[src/logic/rnv_pkg.sv]
package rnv_pkg;

  // Command codes.
  localparam logic [7:0] OP_STORE_MULTI = 8'hC4;
  localparam logic [7:0] OP_LOAD_MULTI  = 8'hC5;
  localparam logic [7:0] OP_LOAD_SINGLE = 8'hC7;

  // Register numbers and limits.
  localparam logic [7:0]  ACC_REG      = 8'h0A;
  localparam logic [8:0]  MULTI_REG_LO = 9'h00A;
  localparam logic [8:0]  MULTI_REG_HI = 9'h0C7;
  localparam logic [15:0] MAX_COUNT    = 16'h000A;
  localparam logic [15:0] MAX_REG      = 16'h00FF;

  // Polling status word bit positions.
  localparam int PST_CMD_ERR_BIT   = 12;
  localparam int PST_LOAD_FAIL_BIT = 14;

  // Register bus offsets and reset values.
  localparam logic [3:0]  ADDR_PST     = 4'h0;
  localparam logic [3:0]  ADDR_STATUS  = 4'h4;
  localparam logic [3:0]  ADDR_PROTECT = 4'h8;
  localparam logic [15:0] PROTECT_RST  = 16'h0000;

  typedef struct packed {
    logic [7:0]         opcode;
    logic signed [15:0] count;
    logic signed [15:0] start;
    logic [15:0]        nv_addr;
  } rnv_cmd_s;

  typedef struct packed {
    logic zero;
    logic neg;
  } rnv_ist_s;

  typedef enum logic [9:0] {
    S_IDLE    = 10'h001,
    S_CHECK   = 10'h002,
    S_LD_REQ  = 10'h004,
    S_LD_WAIT = 10'h008,
    S_LD_CAP  = 10'h010,
    S_ST_RREQ = 10'h020,
    S_ST_WAIT = 10'h040,
    S_ST_LO   = 10'h080,
    S_ST_HI   = 10'h100,
    S_FIN     = 10'h200
  } rnv_state_e;

endpackage

[src/logic/rnv_core.sv]
// Behaviour
// - Multi load reads words, checksumming them.
// - Multi load of two or more targets only registers 10..199.
// - Checksum mismatch sets status bits 14, 12.
// - NV address zero uses register 10.
// - Start register: zero indirect, negative suppresses.
// - Suppressed load reports zero or negative flag.
// - Multi load code 197: count, start, address.
// - Single load code 199 acts as count one.
// - Single load writes writable registers only.
// - One thread at a time owns memory.
// - Store writes array then its checksum.
// - Multi store of two or more sources only registers 10..199.
// - Each register stored as two halves.
// - Protected store sets status bits 12, 14.
// - Suppressed store reports zero or negative flag.
// - Multi store code 196: count, start, address.
//
// Local design decisions: the placing of the registers and the address-and-strobe port.
module rnv_core (
  // Clock and reset
  input  wire logic                       clk,
  input  wire logic                       resetn,
  // Commands from the two program threads
  input  wire logic               [1:0]   cmd_valid,
  input  wire rnv_pkg::rnv_cmd_s  [1:0]   cmd_req,
  input  wire logic               [1:0][31:0] acc,
  output logic                    [1:0]   cmd_ack,
  output rnv_pkg::rnv_ist_s       [1:0]   ist,
  output logic                            cmd_err,
  // Data register file
  output logic                    [7:0]   reg_addr,
  output logic                    [31:0]  reg_wdata,
  output logic                            reg_we,
  output logic                            reg_re,
  input  wire logic               [31:0]  reg_rdata,
  input  wire logic               [255:0] reg_writable,
  // Non-volatile memory, 16-bit words
  output logic                    [15:0]  nv_addr,
  output logic                    [15:0]  nv_wdata,
  output logic                            nv_we,
  output logic                            nv_re,
  input  wire logic               [15:0]  nv_rdata,
  // Register bus
  input  wire logic               [3:0]   bus_addr,
  input  wire logic               [31:0]  bus_wdata,
  input  wire logic                       bus_we,
  input  wire logic                       bus_re,
  output logic                    [31:0]  bus_rdata
);

  rnv_pkg::rnv_state_e state_reg, state_next;
  rnv_pkg::rnv_cmd_s   cmd_reg, cmd_next;
  rnv_pkg::rnv_ist_s   [1:0] ist_reg, ist_next;
  logic        thr_reg, thr_next;
  logic [15:0] base_reg, base_next;
  logic [7:0]  regi_reg, regi_next;
  logic [4:0]  cnt_reg, cnt_next;
  logic [4:0]  widx_reg, widx_next;
  logic [31:0] hold_reg, hold_next;
  logic        err_reg, err_next;
  logic        sup_reg, sup_next;
  logic        is_load_reg, is_load_next;
  logic [7:0]  reg_addr_reg, reg_addr_next;
  logic [31:0] reg_wdata_reg, reg_wdata_next;
  logic        reg_we_reg, reg_we_next, reg_re_reg, reg_re_next;
  logic [15:0] nv_addr_reg, nv_addr_next, nv_wdata_reg, nv_wdata_next;
  logic        nv_we_reg, nv_we_next, nv_re_reg, nv_re_next;
  logic        cmd_err_reg, cmd_err_next;
  logic        set_fail, set_cerr;
  logic        sum_clr, sum_add;
  logic [15:0] sum_val, sum_q;
  logic [1:0]  grant;
  // Command check terms.
  logic [15:0] start_mag;
  logic [7:0]  start_eff;
  logic [4:0]  cnt_eff;
  logic [8:0]  last_reg_num;
  logic        op_load, op_store, bad_op, bad_cnt, bad_range, bad_wr, bad_prot;
  // Bus registers.
  logic [15:0] pst_reg, pst_next, prot_reg, prot_next;
  logic [31:0] bus_rdata_reg, bus_rdata_next;

  rnv_arbiter u_arb (
    .clk           (clk),
    .resetn        (resetn),
    .req           (cmd_valid),
    .release_grant (state_reg == rnv_pkg::S_FIN),
    .grant         (grant)
  );

  rnv_checksum u_sum (
    .clk     (clk),
    .resetn  (resetn),
    .clear   (sum_clr),
    .add_en  (sum_add),
    .add_val (sum_val),
    .sum     (sum_q)
  );

  always_comb begin
    op_load   = cmd_reg.opcode == rnv_pkg::OP_LOAD_MULTI || cmd_reg.opcode == rnv_pkg::OP_LOAD_SINGLE;
    op_store  = cmd_reg.opcode == rnv_pkg::OP_STORE_MULTI;
    bad_op    = !op_load && !op_store;
    start_mag = cmd_reg.start[15] ? 16'(-cmd_reg.start) : cmd_reg.start;
    start_eff = (start_mag == 16'h0000) ? acc[thr_reg][7:0] : start_mag[7:0];
    if (cmd_reg.opcode == rnv_pkg::OP_LOAD_SINGLE) begin
      cnt_eff = 5'h01;
      bad_cnt = 1'b0;
    end else begin
      cnt_eff = cmd_reg.count[4:0];
      bad_cnt = cmd_reg.count < 16'sh0001 || cmd_reg.count > $signed(rnv_pkg::MAX_COUNT);
    end
    last_reg_num = 9'(start_eff) + 9'(cnt_eff) - 9'h001;
    bad_range = (start_mag > rnv_pkg::MAX_REG) || (cnt_eff > 5'h01 && (9'(start_eff) < rnv_pkg::MULTI_REG_LO
                || last_reg_num > rnv_pkg::MULTI_REG_HI));
    bad_wr    = op_load && cnt_eff == 5'h01 && !reg_writable[start_eff];
    bad_prot  = op_store && base_reg < prot_reg;
  end

  always_comb begin
    state_next     = state_reg;
    cmd_next       = cmd_reg;
    ist_next       = ist_reg;
    thr_next       = thr_reg;
    base_next      = base_reg;
    regi_next      = regi_reg;
    cnt_next       = cnt_reg;
    widx_next      = widx_reg;
    hold_next      = hold_reg;
    err_next       = err_reg;
    sup_next       = sup_reg;
    is_load_next   = is_load_reg;
    reg_addr_next  = reg_addr_reg;
    reg_wdata_next = reg_wdata_reg;
    reg_we_next    = 1'b0;
    reg_re_next    = 1'b0;
    nv_addr_next   = nv_addr_reg;
    nv_wdata_next  = nv_wdata_reg;
    nv_we_next     = 1'b0;
    nv_re_next     = 1'b0;
    cmd_err_next   = 1'b0;
    set_fail       = 1'b0;
    set_cerr       = 1'b0;
    sum_clr        = 1'b0;
    sum_add        = 1'b0;
    sum_val        = 16'h0000;
    unique case (state_reg)
      rnv_pkg::S_IDLE: begin
        if (grant[0] && cmd_valid[0]) begin
          thr_next   = 1'b0;
          cmd_next   = cmd_req[0];
          state_next = rnv_pkg::S_CHECK;
        end else if (grant[1] && cmd_valid[1]) begin
          thr_next   = 1'b1;
          cmd_next   = cmd_req[1];
          state_next = rnv_pkg::S_CHECK;
        end
        base_next = (cmd_next.nv_addr == 16'h0000) ? acc[thr_next][15:0] : cmd_next.nv_addr;
      end
      rnv_pkg::S_CHECK: begin
        sum_clr      = 1'b1;
        sup_next     = cmd_reg.start[15];
        is_load_next = op_load;
        regi_next    = start_eff;
        cnt_next     = cnt_eff;
        widx_next    = 5'h00;
        err_next     = bad_op || bad_cnt || bad_range || bad_wr || bad_prot;
        set_fail     = bad_prot && !cmd_reg.start[15];
        if (bad_op || bad_cnt || bad_range || bad_wr || bad_prot) begin
          state_next = rnv_pkg::S_FIN;
        end else if (op_load) begin
          state_next = rnv_pkg::S_LD_REQ;
        end else begin
          state_next = rnv_pkg::S_ST_RREQ;
        end
      end
      rnv_pkg::S_LD_REQ: begin
        nv_re_next   = 1'b1;
        nv_addr_next = base_reg + 16'(widx_reg);
        state_next   = rnv_pkg::S_LD_WAIT;
      end
      rnv_pkg::S_LD_WAIT: begin
        state_next = rnv_pkg::S_LD_CAP;
      end
      rnv_pkg::S_LD_CAP: begin
        state_next = rnv_pkg::S_LD_REQ;
        widx_next  = widx_reg + 5'h01;
        if (widx_reg == {cnt_reg[3:0], 1'b0}) begin
          // Last word is the stored checksum.
          if (nv_rdata != sum_q) begin
            err_next = 1'b1;
            set_fail = 1'b1;
          end
          state_next = rnv_pkg::S_FIN;
        end else begin
          sum_add = 1'b1;
          sum_val = nv_rdata;
          if (!widx_reg[0]) begin
            hold_next[15:0] = nv_rdata;
          end else begin
            reg_we_next    = 1'b1;
            reg_addr_next  = regi_reg;
            reg_wdata_next = {nv_rdata, hold_reg[15:0]};
            regi_next      = regi_reg + 8'h01;
          end
        end
      end
      rnv_pkg::S_ST_RREQ: begin
        reg_re_next   = 1'b1;
        reg_addr_next = regi_reg;
        state_next    = rnv_pkg::S_ST_WAIT;
      end
      rnv_pkg::S_ST_WAIT: begin
        state_next = rnv_pkg::S_ST_LO;
      end
      rnv_pkg::S_ST_LO: begin
        hold_next     = reg_rdata;
        nv_we_next    = 1'b1;
        nv_addr_next  = base_reg + 16'(widx_reg);
        nv_wdata_next = reg_rdata[15:0];
        sum_add       = 1'b1;
        sum_val       = reg_rdata[15:0];
        widx_next     = widx_reg + 5'h01;
        state_next    = rnv_pkg::S_ST_HI;
      end
      rnv_pkg::S_ST_HI: begin
        // The checksum word follows the array once every half is written.
        nv_we_next   = 1'b1;
        nv_addr_next = base_reg + 16'(widx_reg);
        widx_next    = widx_reg + 5'h01;
        if (widx_reg == {cnt_reg[3:0], 1'b0}) begin
          nv_wdata_next = sum_q;
          state_next    = rnv_pkg::S_FIN;
        end else begin
          nv_wdata_next = hold_reg[31:16];
          sum_add       = 1'b1;
          sum_val       = hold_reg[31:16];
          regi_next     = regi_reg + 8'h01;
          state_next    = (widx_reg + 5'h01 == {cnt_reg[3:0], 1'b0}) ? rnv_pkg::S_ST_HI : rnv_pkg::S_ST_RREQ;
        end
      end
      rnv_pkg::S_FIN: begin
        ist_next[thr_reg].zero = !err_reg;
        ist_next[thr_reg].neg  = err_reg;
        cmd_err_next           = err_reg && !sup_reg;
        set_cerr               = err_reg && !sup_reg;
        state_next             = rnv_pkg::S_IDLE;
      end
    endcase
  end

  always_ff @(posedge clk) begin
    if (!resetn) begin
      state_reg     <= rnv_pkg::S_IDLE;
      cmd_reg       <= '0;
      ist_reg       <= '0;
      thr_reg       <= 1'b0;
      base_reg      <= 16'h0000;
      regi_reg      <= 8'h00;
      cnt_reg       <= 5'h00;
      widx_reg      <= 5'h00;
      hold_reg      <= 32'h00000000;
      err_reg       <= 1'b0;
      sup_reg       <= 1'b0;
      is_load_reg   <= 1'b0;
      reg_addr_reg  <= 8'h00;
      reg_wdata_reg <= 32'h00000000;
      reg_we_reg    <= 1'b0;
      reg_re_reg    <= 1'b0;
      nv_addr_reg   <= 16'h0000;
      nv_wdata_reg  <= 16'h0000;
      nv_we_reg     <= 1'b0;
      nv_re_reg     <= 1'b0;
      cmd_err_reg   <= 1'b0;
    end else begin
      state_reg     <= state_next;
      cmd_reg       <= cmd_next;
      ist_reg       <= ist_next;
      thr_reg       <= thr_next;
      base_reg      <= base_next;
      regi_reg      <= regi_next;
      cnt_reg       <= cnt_next;
      widx_reg      <= widx_next;
      hold_reg      <= hold_next;
      err_reg       <= err_next;
      sup_reg       <= sup_next;
      is_load_reg   <= is_load_next;
      reg_addr_reg  <= reg_addr_next;
      reg_wdata_reg <= reg_wdata_next;
      reg_we_reg    <= reg_we_next;
      reg_re_reg    <= reg_re_next;
      nv_addr_reg   <= nv_addr_next;
      nv_wdata_reg  <= nv_wdata_next;
      nv_we_reg     <= nv_we_next;
      nv_re_reg     <= nv_re_next;
      cmd_err_reg   <= cmd_err_next;
    end
  end

  // Software clears status bits by writing ones; a hardware set in the same cycle wins.
  always_comb begin
    pst_next       = pst_reg;
    prot_next      = prot_reg;
    bus_rdata_next = 32'h00000000;
    if (bus_we && bus_addr == rnv_pkg::ADDR_PST) begin
      pst_next = pst_reg & ~bus_wdata[15:0];
    end
    if (bus_we && bus_addr == rnv_pkg::ADDR_PROTECT) begin
      prot_next = bus_wdata[15:0];
    end
    if (set_fail) begin
      pst_next[rnv_pkg::PST_LOAD_FAIL_BIT] = 1'b1;
      pst_next[rnv_pkg::PST_CMD_ERR_BIT]   = 1'b1;
    end
    if (set_cerr) begin
      pst_next[rnv_pkg::PST_CMD_ERR_BIT] = 1'b1;
    end
    if (bus_re) begin
      unique case (bus_addr)
        rnv_pkg::ADDR_PST:     bus_rdata_next = {16'h0000, pst_reg};
        rnv_pkg::ADDR_STATUS:  bus_rdata_next = {20'h00000, ist_reg, grant, thr_reg, is_load_reg,
                                                 state_reg != rnv_pkg::S_IDLE, 1'b0, err_reg, sup_reg};
        rnv_pkg::ADDR_PROTECT: bus_rdata_next = {16'h0000, prot_reg};
        default:               bus_rdata_next = 32'h00000000;
      endcase
    end
  end

  always_ff @(posedge clk) begin
    if (!resetn) begin
      pst_reg       <= 16'h0000;
      prot_reg      <= rnv_pkg::PROTECT_RST;
      bus_rdata_reg <= 32'h00000000;
    end else begin
      pst_reg       <= pst_next;
      prot_reg      <= prot_next;
      bus_rdata_reg <= bus_rdata_next;
    end
  end

  assign cmd_ack   = (state_reg == rnv_pkg::S_FIN) ? (thr_reg ? 2'h2 : 2'h1) : 2'h0;
  assign ist       = ist_reg;
  assign cmd_err   = cmd_err_reg;
  assign reg_addr  = reg_addr_reg;
  assign reg_wdata = reg_wdata_reg;
  assign reg_we    = reg_we_reg;
  assign reg_re    = reg_re_reg;
  assign nv_addr   = nv_addr_reg;
  assign nv_wdata  = nv_wdata_reg;
  assign nv_we     = nv_we_reg;
  assign nv_re     = nv_re_reg;
  assign bus_rdata = bus_rdata_reg;
endmodule

[src/logic/rnv_arbiter.sv]
// Grants the non-volatile memory to one thread and holds it until release.
module rnv_arbiter (
  // Clock and reset
  input  wire logic       clk,
  input  wire logic       resetn,
  // Requests and grant
  input  wire logic [1:0] req,
  input  wire logic       release_grant,
  output logic      [1:0] grant
);

  logic [1:0] grant_reg;
  logic [1:0] grant_next;
  logic       last_reg;
  logic       last_next;

  always_comb begin
    grant_next = grant_reg;
    last_next  = last_reg;
    if (release_grant) begin
      grant_next = 2'h0;
    end else if (grant_reg == 2'h0 && req != 2'h0) begin
      // Alternate when both threads wait, so neither starves.
      if (req == 2'h3) begin
        grant_next = last_reg ? 2'h1 : 2'h2;
      end else begin
        grant_next = req;
      end
      last_next = grant_next[1];
    end
  end

  always_ff @(posedge clk) begin
    if (!resetn) begin
      grant_reg <= 2'h0;
      last_reg  <= 1'b1;
    end else begin
      grant_reg <= grant_next;
      last_reg  <= last_next;
    end
  end

  assign grant = grant_reg;

endmodule

[src/logic/rnv_checksum.sv]
// Running 16-bit additive checksum over the words of one array.
module rnv_checksum (
  // Clock and reset
  input  wire logic        clk,
  input  wire logic        resetn,
  // Control and data
  input  wire logic        clear,
  input  wire logic        add_en,
  input  wire logic [15:0] add_val,
  output logic      [15:0] sum
);

  logic [15:0] sum_reg;
  logic [15:0] sum_next;

  always_comb begin
    sum_next = sum_reg;
    if (clear) begin
      sum_next = 16'h0000;
    end else if (add_en) begin
      sum_next = sum_reg + add_val;
    end
  end

  always_ff @(posedge clk) begin
    if (!resetn) begin
      sum_reg <= 16'h0000;
    end else begin
      sum_reg <= sum_next;
    end
  end

  assign sum = sum_reg;

endmodule

[config.mk]
export PLATFORM = sky130hd
export DESIGN_NAME = rnv_core
export DESIGN_NICKNAME = d
export VERILOG_FILES = /design/src/logic/rnv_pkg.sv /design/src/logic/rnv_core.sv /design/src/logic/rnv_arbiter.sv /design/src/logic/rnv_checksum.sv
export SDC_FILE = /design/constraint.sdc
export NUM_CORES = 1
export LEC_CHECK = 0
export BUFFER_PORTS_ARGS = -buffer_cell sky130_fd_sc_hd__buf_2
export CORE_AREA = 2 2 245 247
export DETAILED_ROUTE_END_ITERATION = 8
export DIE_AREA = 0 0 247 249
export HOLD_SLACK_MARGIN = 0.05
export SLEW_MARGIN = 15
export SYNTH_ARGS = -nofsm -noshare
export SYNTH_HDL_FRONTEND = slang
export SYNTH_SLANG_ARGS = --single-unit
[constraint.sdc]
create_clock -name clk -period 7.66 [get_ports clk]
set_input_delay 1.149 -clock clk [delete_from_list [all_inputs] [get_ports clk]]
set_output_delay 1.149 -clock clk [all_outputs]
set_load 0.005 [all_outputs]
==> results of run 1 <==
-- per-stage QoR --
step,utilization [%],power [mW],hold WS (ns),setup slack (ns),instance area [um2]
floorplan,-,2.63,0.411,2.27,17600
global placement,35.5,3.14,0.417,1.72,20900
detailed placement,35.5,3.14,0.421,1.74,20900
CTS,37.7,4.93,0.430,1.71,22100
global route,37.7,5.15,0.452,1.15,22100
finish,37.7,4.87,0.431,1.68,22100
-- worst register-to-register path, cell delays in order, from the launching register on --
cell       delay, ns
dfxtp_1         0.40
nor4_1          0.44
nand2_1         0.12
or3_1           0.41
or3b_2          0.74
nor2_1          0.35
a221oi_1        0.18
inv_1           0.09
ha_1            0.22
a21o_1          0.18
a21oi_1         0.20
o21ai_0         0.12
a21oi_1         0.22
o21bai_1        0.09
a21oi_1         0.22
nor2b_1         0.07
o21a_1          0.18
o41ai_1         0.57
o2111ai_1       0.24
a21oi_1         0.23
xnor2_1         0.11
or3_1           0.33
a21oi_1         0.17
-- how the worst min path moves through the flow --
stage,start,to,cells past startpoint
3_3_place_gp,pst_reg[7],pst_reg[7],2
2_1_floorplan,pst_reg[0],pst_reg[0],2
5_1_grt,pst_reg[13],pst_reg[13],2
3_5_place_dp,pst_reg[5],pst_reg[5],2
6_report,pst_reg[10],pst_reg[10],2
4_1_cts,pst_reg[5],pst_reg[5],2
-- cell type report --
cell class / instances / share of cell area (%)
Timing Repair Buffer: 604 / 14.1
Clock buffer: 48 / 4.68
Inverter: 53 / 0.910
Sequential cell: 283 / 25.6
Clock inverter: 15 / 0.916
Tap cell: 773 / 4.37
Antenna cell: 10 / 0.113
Multi-Input combinational cell: 1796 / 49.3
-- per-layer routing --
layer	GRT usage (%)	vias to the layer above
met5	0	-
met4	8.98	0
met3	3.19	134
met2	37.0	642
met1	26.5	8465
li1	-	9092
-- Yosys cell counts (6+ instances only) --
cell | number | area share (%)
nand2_1 | 578 | 12
dfxtp_1 | 283 | 32
a21oi_1 | 149 | 4.3
clkbuf_1 | 124 | 2.7
o21ai_0 | 93 | 2.7
nand3_1 | 89 | 2.5
mux2i_1 | 81 | 4.6
a21boi_0 | 75 | 3.2
o211a_1 | 70 | 4.0
nor2_1 | 69 | 1.5
inv_1 | 52 | 1.1
and2_1 | 50 | 1.8
ha_1 | 49 | 3.5
o22ai_1 | 44 | 1.6
a21o_1 | 36 | 1.5
xor2_1 | 33 | 1.7
a31oi_1 | 29 | 1.0
xnor2_1 | 29 | 1.5
nand4_1 | 24 | 0.86
buf_2 | 23 | 0.66
nor3_1 | 23 | 0.66
buf_4 | 22 | 0.94
nor2b_1 | 20 | 0.72
nor4_1 | 20 | 0.72
a221o_1 | 19 | 1.1
a221oi_1 | 19 | 0.95
and3_1 | 18 | 0.64
nor3b_1 | 14 | 0.60
a211oi_1 | 13 | 0.56
or3_1 | 12 | 0.43
a222oi_1 | 11 | 0.63
buf_6 | 9 | 0.58
nand2b_1 | 9 | 0.32
buf_1 | 7 | 0.15
a32oi_1 | 6 | 0.30
-- cell families (layout without fill, tap and decap cells) --
kind of cell               count (synthesis)  in the layout  synth area share (%)
xor gates and xnor gates                  62             62                  3.10
DFF                                      283            283                  32.4
other                                      1             26                0.0214
AOI/OAI and AO/OA                        622            622                  24.9
muxes                                     86             86                  4.95
buffers and inverters                    238            720                  6.13
adders and majority gates                 52             52                  3.85
and+or+nand+nor                          958            958                  24.7
-- where the power goes --
| part | switching, mW | internal [mW] |
|---|---|---|
| sequential | 0.0656 | 1.52 |
| combinational | 0.942 | 0.569 |
| clock | 0.704 | 1.06 |
| total | 1.71 | 3.15 |
==> flow_metrics.py, run 1 <==
metrics = {
    "clocking": {
        "clk_path_buf_depth": 3,
        "root_buffer": "clkbuf_16",
        "tritoncts": "done",
        "clock_latency_ns": 0.56,
        "cts_buffers": 36,
        "postCtsSetupRepairBufs": 0,
        "htreeDepth": 2,
        "cts_resized": 0,
        "ctsHoldBuffers": 0,
        "clk_pin_slew_worst_paths_ns": 0.06,
        "cts_sinks": 283,
    },
    "floorplanning": {
        "num_io_pins": 637,
        "fp-row-count": 89,
        "chipWidth_um": 247,
        "start_util_pct": 29.8,
        "core_mm2": 0.0587,
        "die_area_mm2": 0.0615,
        "die_h_um": 249,
    },
    "logic_synthesis": {
        "synth_ff_type": "dfxtp_1",
        "synth.distinct_cells": 82,
        "synth_area_mm2": 0.0175,
        "synthArstFlopShare_pct": 0,
        "synth-seq-area-share_pct": 32.4,
        "ys_ff_latch": 283,
        "synth.avg_cell_area_um2": 7.60,
        "syn_inst": 2302,
        "yosysWarnings": 0,
        "synth_edf_count": 0,
    },
    "setup_path": {
        "cpPeakStageDelay_ns": 0.74,
        "cpLargestDelayFamily": "compound AO/OA/AOI/OAI gates",
        "cp_slowest_cell": "or3b_2",
        "crit_end": "u_sum.sum[15]",
        "critPathLaunchType": "flop",
        "r2r_end": "u_sum.sum[15]",
        "worst-path-buf-inv": 1,
        "crit_top_cell": "a21oi_1",
        "cp_cell_sequence": "nor4_1, nand2_1, or3_1, or3b_2, nor2_1, a221oi_1, inv_1, ha_1, a21o_1, a21oi_1, o21ai_0, a21oi_1, o21bai_1, a21oi_1, nor2b_1, o21a_1, o41ai_1, o2111ai_1, a21oi_1, xnor2_1, or3_1, a21oi_1",
        "critPathKind": "reg -> reg",
        "cp.depth": 22,
        "cp_max_fo": 20,
        "required_ns": 8.11,
        "crit_arrival_ns": 6.43,
        "r2r-start": "state_reg[5]",
        "reg2reg_depth": 22,
        "crit_start": "state_reg[5]",
        "r2r_slack_ns": 1.68,
        "end_kind": "flop",
    },
    "timing": {
        "maxSlewViolCount": 0,
        "fin_skew_ns": 0.0240,
        "post-route-min-period_ns": 5.98,
        "fmax_mhz": 167,
        "slew_headroom_pct": 23.3,
        "tightest_slew_ns": 1.15,
        "hold_viol_final": 0,
        "final-setup-viol-count": 0,
        "fin_crit_sh_pct": 78.0,
        "finalSetupTns_ns": 0,
        "rsz0062_at_grt": "false",
    },
    "layout": {
        "nNetsFinal": 3348,
        "seq_area_mm2": 0.00567,
        "nFillCells": 6317,
        "final_cells": 3582,
        "largest_reg_flops": 56,
        "synthToLayoutAreaGrowth_pct": 26.5,
        "multi_input_area_mm2": 0.0109,
        "final_cell_mix": "577 x nand2_1, 571 x buf_2, 283 x dfxtp_1",
        "final_common_cell": "nand2_1",
        "layout-drive-gt1-share_pct": 25.0,
    },
    "detailed_routing": {
        "wl_met3_um": 3820,
        "firstDrtPassIters": 6,
        "route.detailed.drc": 0,
        "routed_wl_um": 68600,
        "avgViaCountPerCell": 5.12,
        "highest_layer": "met4",
        "met1Wirelength_um": 28500,
        "route.met2.wl_um": 33400,
        "num_vias": 18300,
        "routedWlPerCell_um": 19.1,
        "drt_iter0_markers": 983,
        "ant_nets": 0,
    },
    "pwr": {
        "p_leak_nw": 10.6,
        "power_density_mw_per_mm2": 220,
        "vdd_drop_max_mv": 0.173,
    },
    "place": {
        "place.port_buffers": 572,
        "dpl.hpwl_um": 52000,
        "dp_cells": 3509,
        "gp_congestion": 0.859,
    },
    "global_routing": {
        "antenna_found_initial": 14,
        "grt_overflow": 0,
        "grt_max_degree": 110,
        "grtUsageTotal_pct": 21.5,
        "grt_first_pass_wirelength_um": 102000,
        "grt_pass1_vias": 17500,
    },
    "worst_hold_path": {
        "hp-class": "reg -> reg",
    },
    "run_status": {
        "status": "finished, final reports clean",
    },
    "job": {
        "max_cap_violations": 0,
    },
}
Power figures use the tool's default switching activity.
==> run 2, diff against run 1 <==
--- a/config.mk
+++ b/config.mk
@@ -5,10 +5,11 @@
 export SDC_FILE = /design/constraint.sdc
 export NUM_CORES = 1
 export LEC_CHECK = 0
+export ABC_AREA = 1
 export BUFFER_PORTS_ARGS = -buffer_cell sky130_fd_sc_hd__buf_2
-export CORE_AREA = 2 2 245 247
+export CORE_AREA = 2 2 249 251
 export DETAILED_ROUTE_END_ITERATION = 8
-export DIE_AREA = 0 0 247 249
+export DIE_AREA = 0 0 251 253
 export HOLD_SLACK_MARGIN = 0.05
 export SLEW_MARGIN = 15
 export SYNTH_ARGS = -nofsm -noshare
==> constraint.sdc (replaced) <==
create_clock -name clk -period 5.5 [get_ports clk]
set_input_delay 0.825 -clock clk [delete_from_list [all_inputs] [get_ports clk]]
set_output_delay 0.825 -clock clk [all_outputs]
set_load 0.005 [all_outputs]
==> flow_metrics.py, run 2 <==
metrics = {
    "timing": {
        "tightest_slew_ns": 1.05,
        "finalSetupTns_ns": 0,
        "layout_setup_ws_ns": 0.680,
        "post-route-min-period_ns": 4.82,
        "final-setup-viol-count": 0,
        "hold_viol_final": 0,
        "hold_ws_ns": 0.431,
        "slew_headroom_pct": 30.1,
        "maxSlewViolCount": 0,
        "fmax_mhz": 207,
        "rsz0062_at_grt": "false",
        "fin_skew_ns": 0.0141,
        "fin_crit_sh_pct": 87.6,
    },
    "place": {
        "gp_congestion": 0.892,
        "dpl.hpwl_um": 55100,
        "pre_cts_slack_ns": 0.684,
        "place.port_buffers": 572,
    },
    "layout": {
        "layout-drive-gt1-share_pct": 21.1,
        "final_common_cell": "buf_2",
        "final_cell_mix": "571 x buf_2, 552 x nand2_1, 412 x inv_1",
        "synthToLayoutAreaGrowth_pct": 25.7,
        "largest_reg_flops": 56,
        "nNetsFinal": 3882,
    },
    "pwr": {
        "fin_total_pwr_mw": 7.32,
        "p_leak_nw": 11.1,
        "power_density_mw_per_mm2": 322,
        "vdd_drop_max_mv": 0.198,
    },
    "floorplanning": {
        "die_h_um": 253,
        "num_io_pins": 637,
        "die_area_mm2": 0.0635,
        "chipWidth_um": 251,
        "start_util_pct": 29.6,
        "core_mm2": 0.0610,
        "fp-row-count": 91,
    },
    "logic_synthesis": {
        "synth.distinct_cells": 61,
        "synth_top_area_share_pct": 31.3,
        "synthArstFlopShare_pct": 0,
        "syn_inst": 2815,
        "synth.most_common_cell": "nand2_1",
        "synth_area_mm2": 0.0181,
        "synth.area.top_cells": "dfxtp_1 31%, nand2_1 12%, inv_1 8.6%, nand3_1 8.3%, o21ai_0 6.7%",
        "synth.avg_cell_area_um2": 6.42,
        "synth-seq-area-share_pct": 31.3,
        "yosysWarnings": 0,
        "synth_edf_count": 0,
        "ys_ff_latch": 283,
        "yosysTopAreaCell": "dfxtp_1",
        "synth_ff_type": "dfxtp_1",
        "synth.top_cells.by_count": "555 x nand2_1, 413 x inv_1, 300 x nand3_1",
    },
    "clocking": {
        "clock_latency_ns": 0.54,
        "root_buffer": "clkbuf_16",
        "tritoncts": "done",
        "cts_sinks": 283,
        "ctsHoldBuffers": 0,
        "clk_path_buf_depth": 3,
        "clk_pin_slew_worst_paths_ns": 0.06,
        "htreeDepth": 2,
        "cts_buffers": 34,
        "postCtsSetupRepairBufs": 0,
        "cts_resized": 0,
    },
    "global_routing": {
        "grt_pass1_vias": 19200,
        "antenna_found_initial": 18,
        "grt_max_degree": 92,
        "grtUsageTotal_pct": 21.8,
        "grt_overflow": 0,
        "grt_first_pass_wirelength_um": 109000,
    },
    "detailed_routing": {
        "drt_iter0_markers": 1601,
        "num_vias": 20200,
        "route.detailed.drc": 0,
        "routedWlPerCell_um": 17.5,
        "routed_wl_um": 72300,
        "firstDrtPassIters": 6,
        "avgViaCountPerCell": 4.90,
        "ant_nets": 0,
    },
    "setup_path": {
        "r2r_slack_ns": 0.68,
        "r2r-start": "cmd_reg[16]",
        "r2r_end": "err_reg",
        "cpPeakStageDelay_ns": 0.46,
        "cp_slowest_cell": "buf_4",
        "critPathKind": "reg -> reg",
        "crit_start": "cmd_reg[16]",
        "crit_arrival_ns": 5.20,
        "cp_max_fo": 47,
        "critPathLaunchType": "flop",
        "reg2reg_depth": 30,
        "crit_top_cell": "nand2_1",
        "crit_end": "err_reg",
        "required_ns": 5.88,
        "end_kind": "flop",
    },
    "worst_hold_path": {
        "hold_depth": 2,
        "hp-class": "reg -> reg",
    },
    "run_status": {
        "status": "finished, final reports clean",
    },
    "job": {
        "max_cap_violations": 0,
    },
}
[run 2: cell count changes after synthesis, sizes merged, moves of 73 or more]
cell    delta
mux2i     -81
a21boi    -73
inv      +364
o21ai    +152
nor2     +181
nand3    +212
[run 2: power by group]
group,switching [mW],internal (mW),leakage [nW]
sequential,0.0900,2.14,2.29
combinational,1.81,0.912,8.28
clock,0.915,1.45,0.561
[run 2: how the worst min path moves through the flow]
stage	to	start	slack, ns
final	pst_reg[3]	pst_reg[3]	0.43
after global routing	pst_reg[15]	pst_reg[15]	0.44
after CTS	pst_reg[3]	pst_reg[3]	0.43
after detailed placement	pst_reg[3]	pst_reg[3]	0.42
after global placement	pst_reg[13]	pst_reg[13]	0.42
after floorplan	pst_reg[13]	pst_reg[13]	0.41
[run 2: logic make-up after synthesis]
group           after synthesis  synth area share [%]
compound gates              630                  20.1
xor+xnor                     49                  2.37
fa+ha+maj                    52                  3.72
buf+inv                     597                  13.3
flops                       283                  31.3
mux                          10                 0.623
other cells                   1                0.0207
simple gates               1193                  28.5
[run 2: per-stage QoR]
| step | instance area, um2 | utilization [%] | cells |
|---|---|---|---|
| final | 22700 | 37.2 | 4133 |
| after global routing | 22700 | 37.2 | 4133 |
| after CTS | 22700 | 37.2 | 4120 |
| after detailed placement | 21500 | 35.3 | 4062 |
| after global placement | 21500 | 35.3 | 4062 |
| after floorplan | 18100 | - | 2830 |
[run 2: layer usage]
metal | routed length, um | track usage [%] | vias up
met2 | 34900 | 38.0 | 648
met1 | 30500 | 26.6 | 9226
met5 | 55 | 0 | -
met4 | 2160 | 8.16 | 10
met3 | 4690 | 4.06 | 110
li1 | - | - | 10300
[run 2: cell type report]
type	count	area, um2
Fill cell	6722	38300
Multi-Input combinational cell	1950	10100
Sequential cell	283	5670
Timing Repair Buffer	613	3190
Inverter	426	1600
Clock buffer	52	1040
Tap cell	790	988
Clock inverter	6	115
Antenna cell	13	32.5
[run 2: worst max-delay path, delay by kind of cell (launching register included)]
kind                       cells  cell delay, ns
and+or+nand+nor               17            2.28
adders and majority gates      1            0.31
AOI/OAI and AO/OA              6            0.72
DFF                            1            0.31
buffers and inverters          5            0.87
xor gates and xnor gates       1            0.16
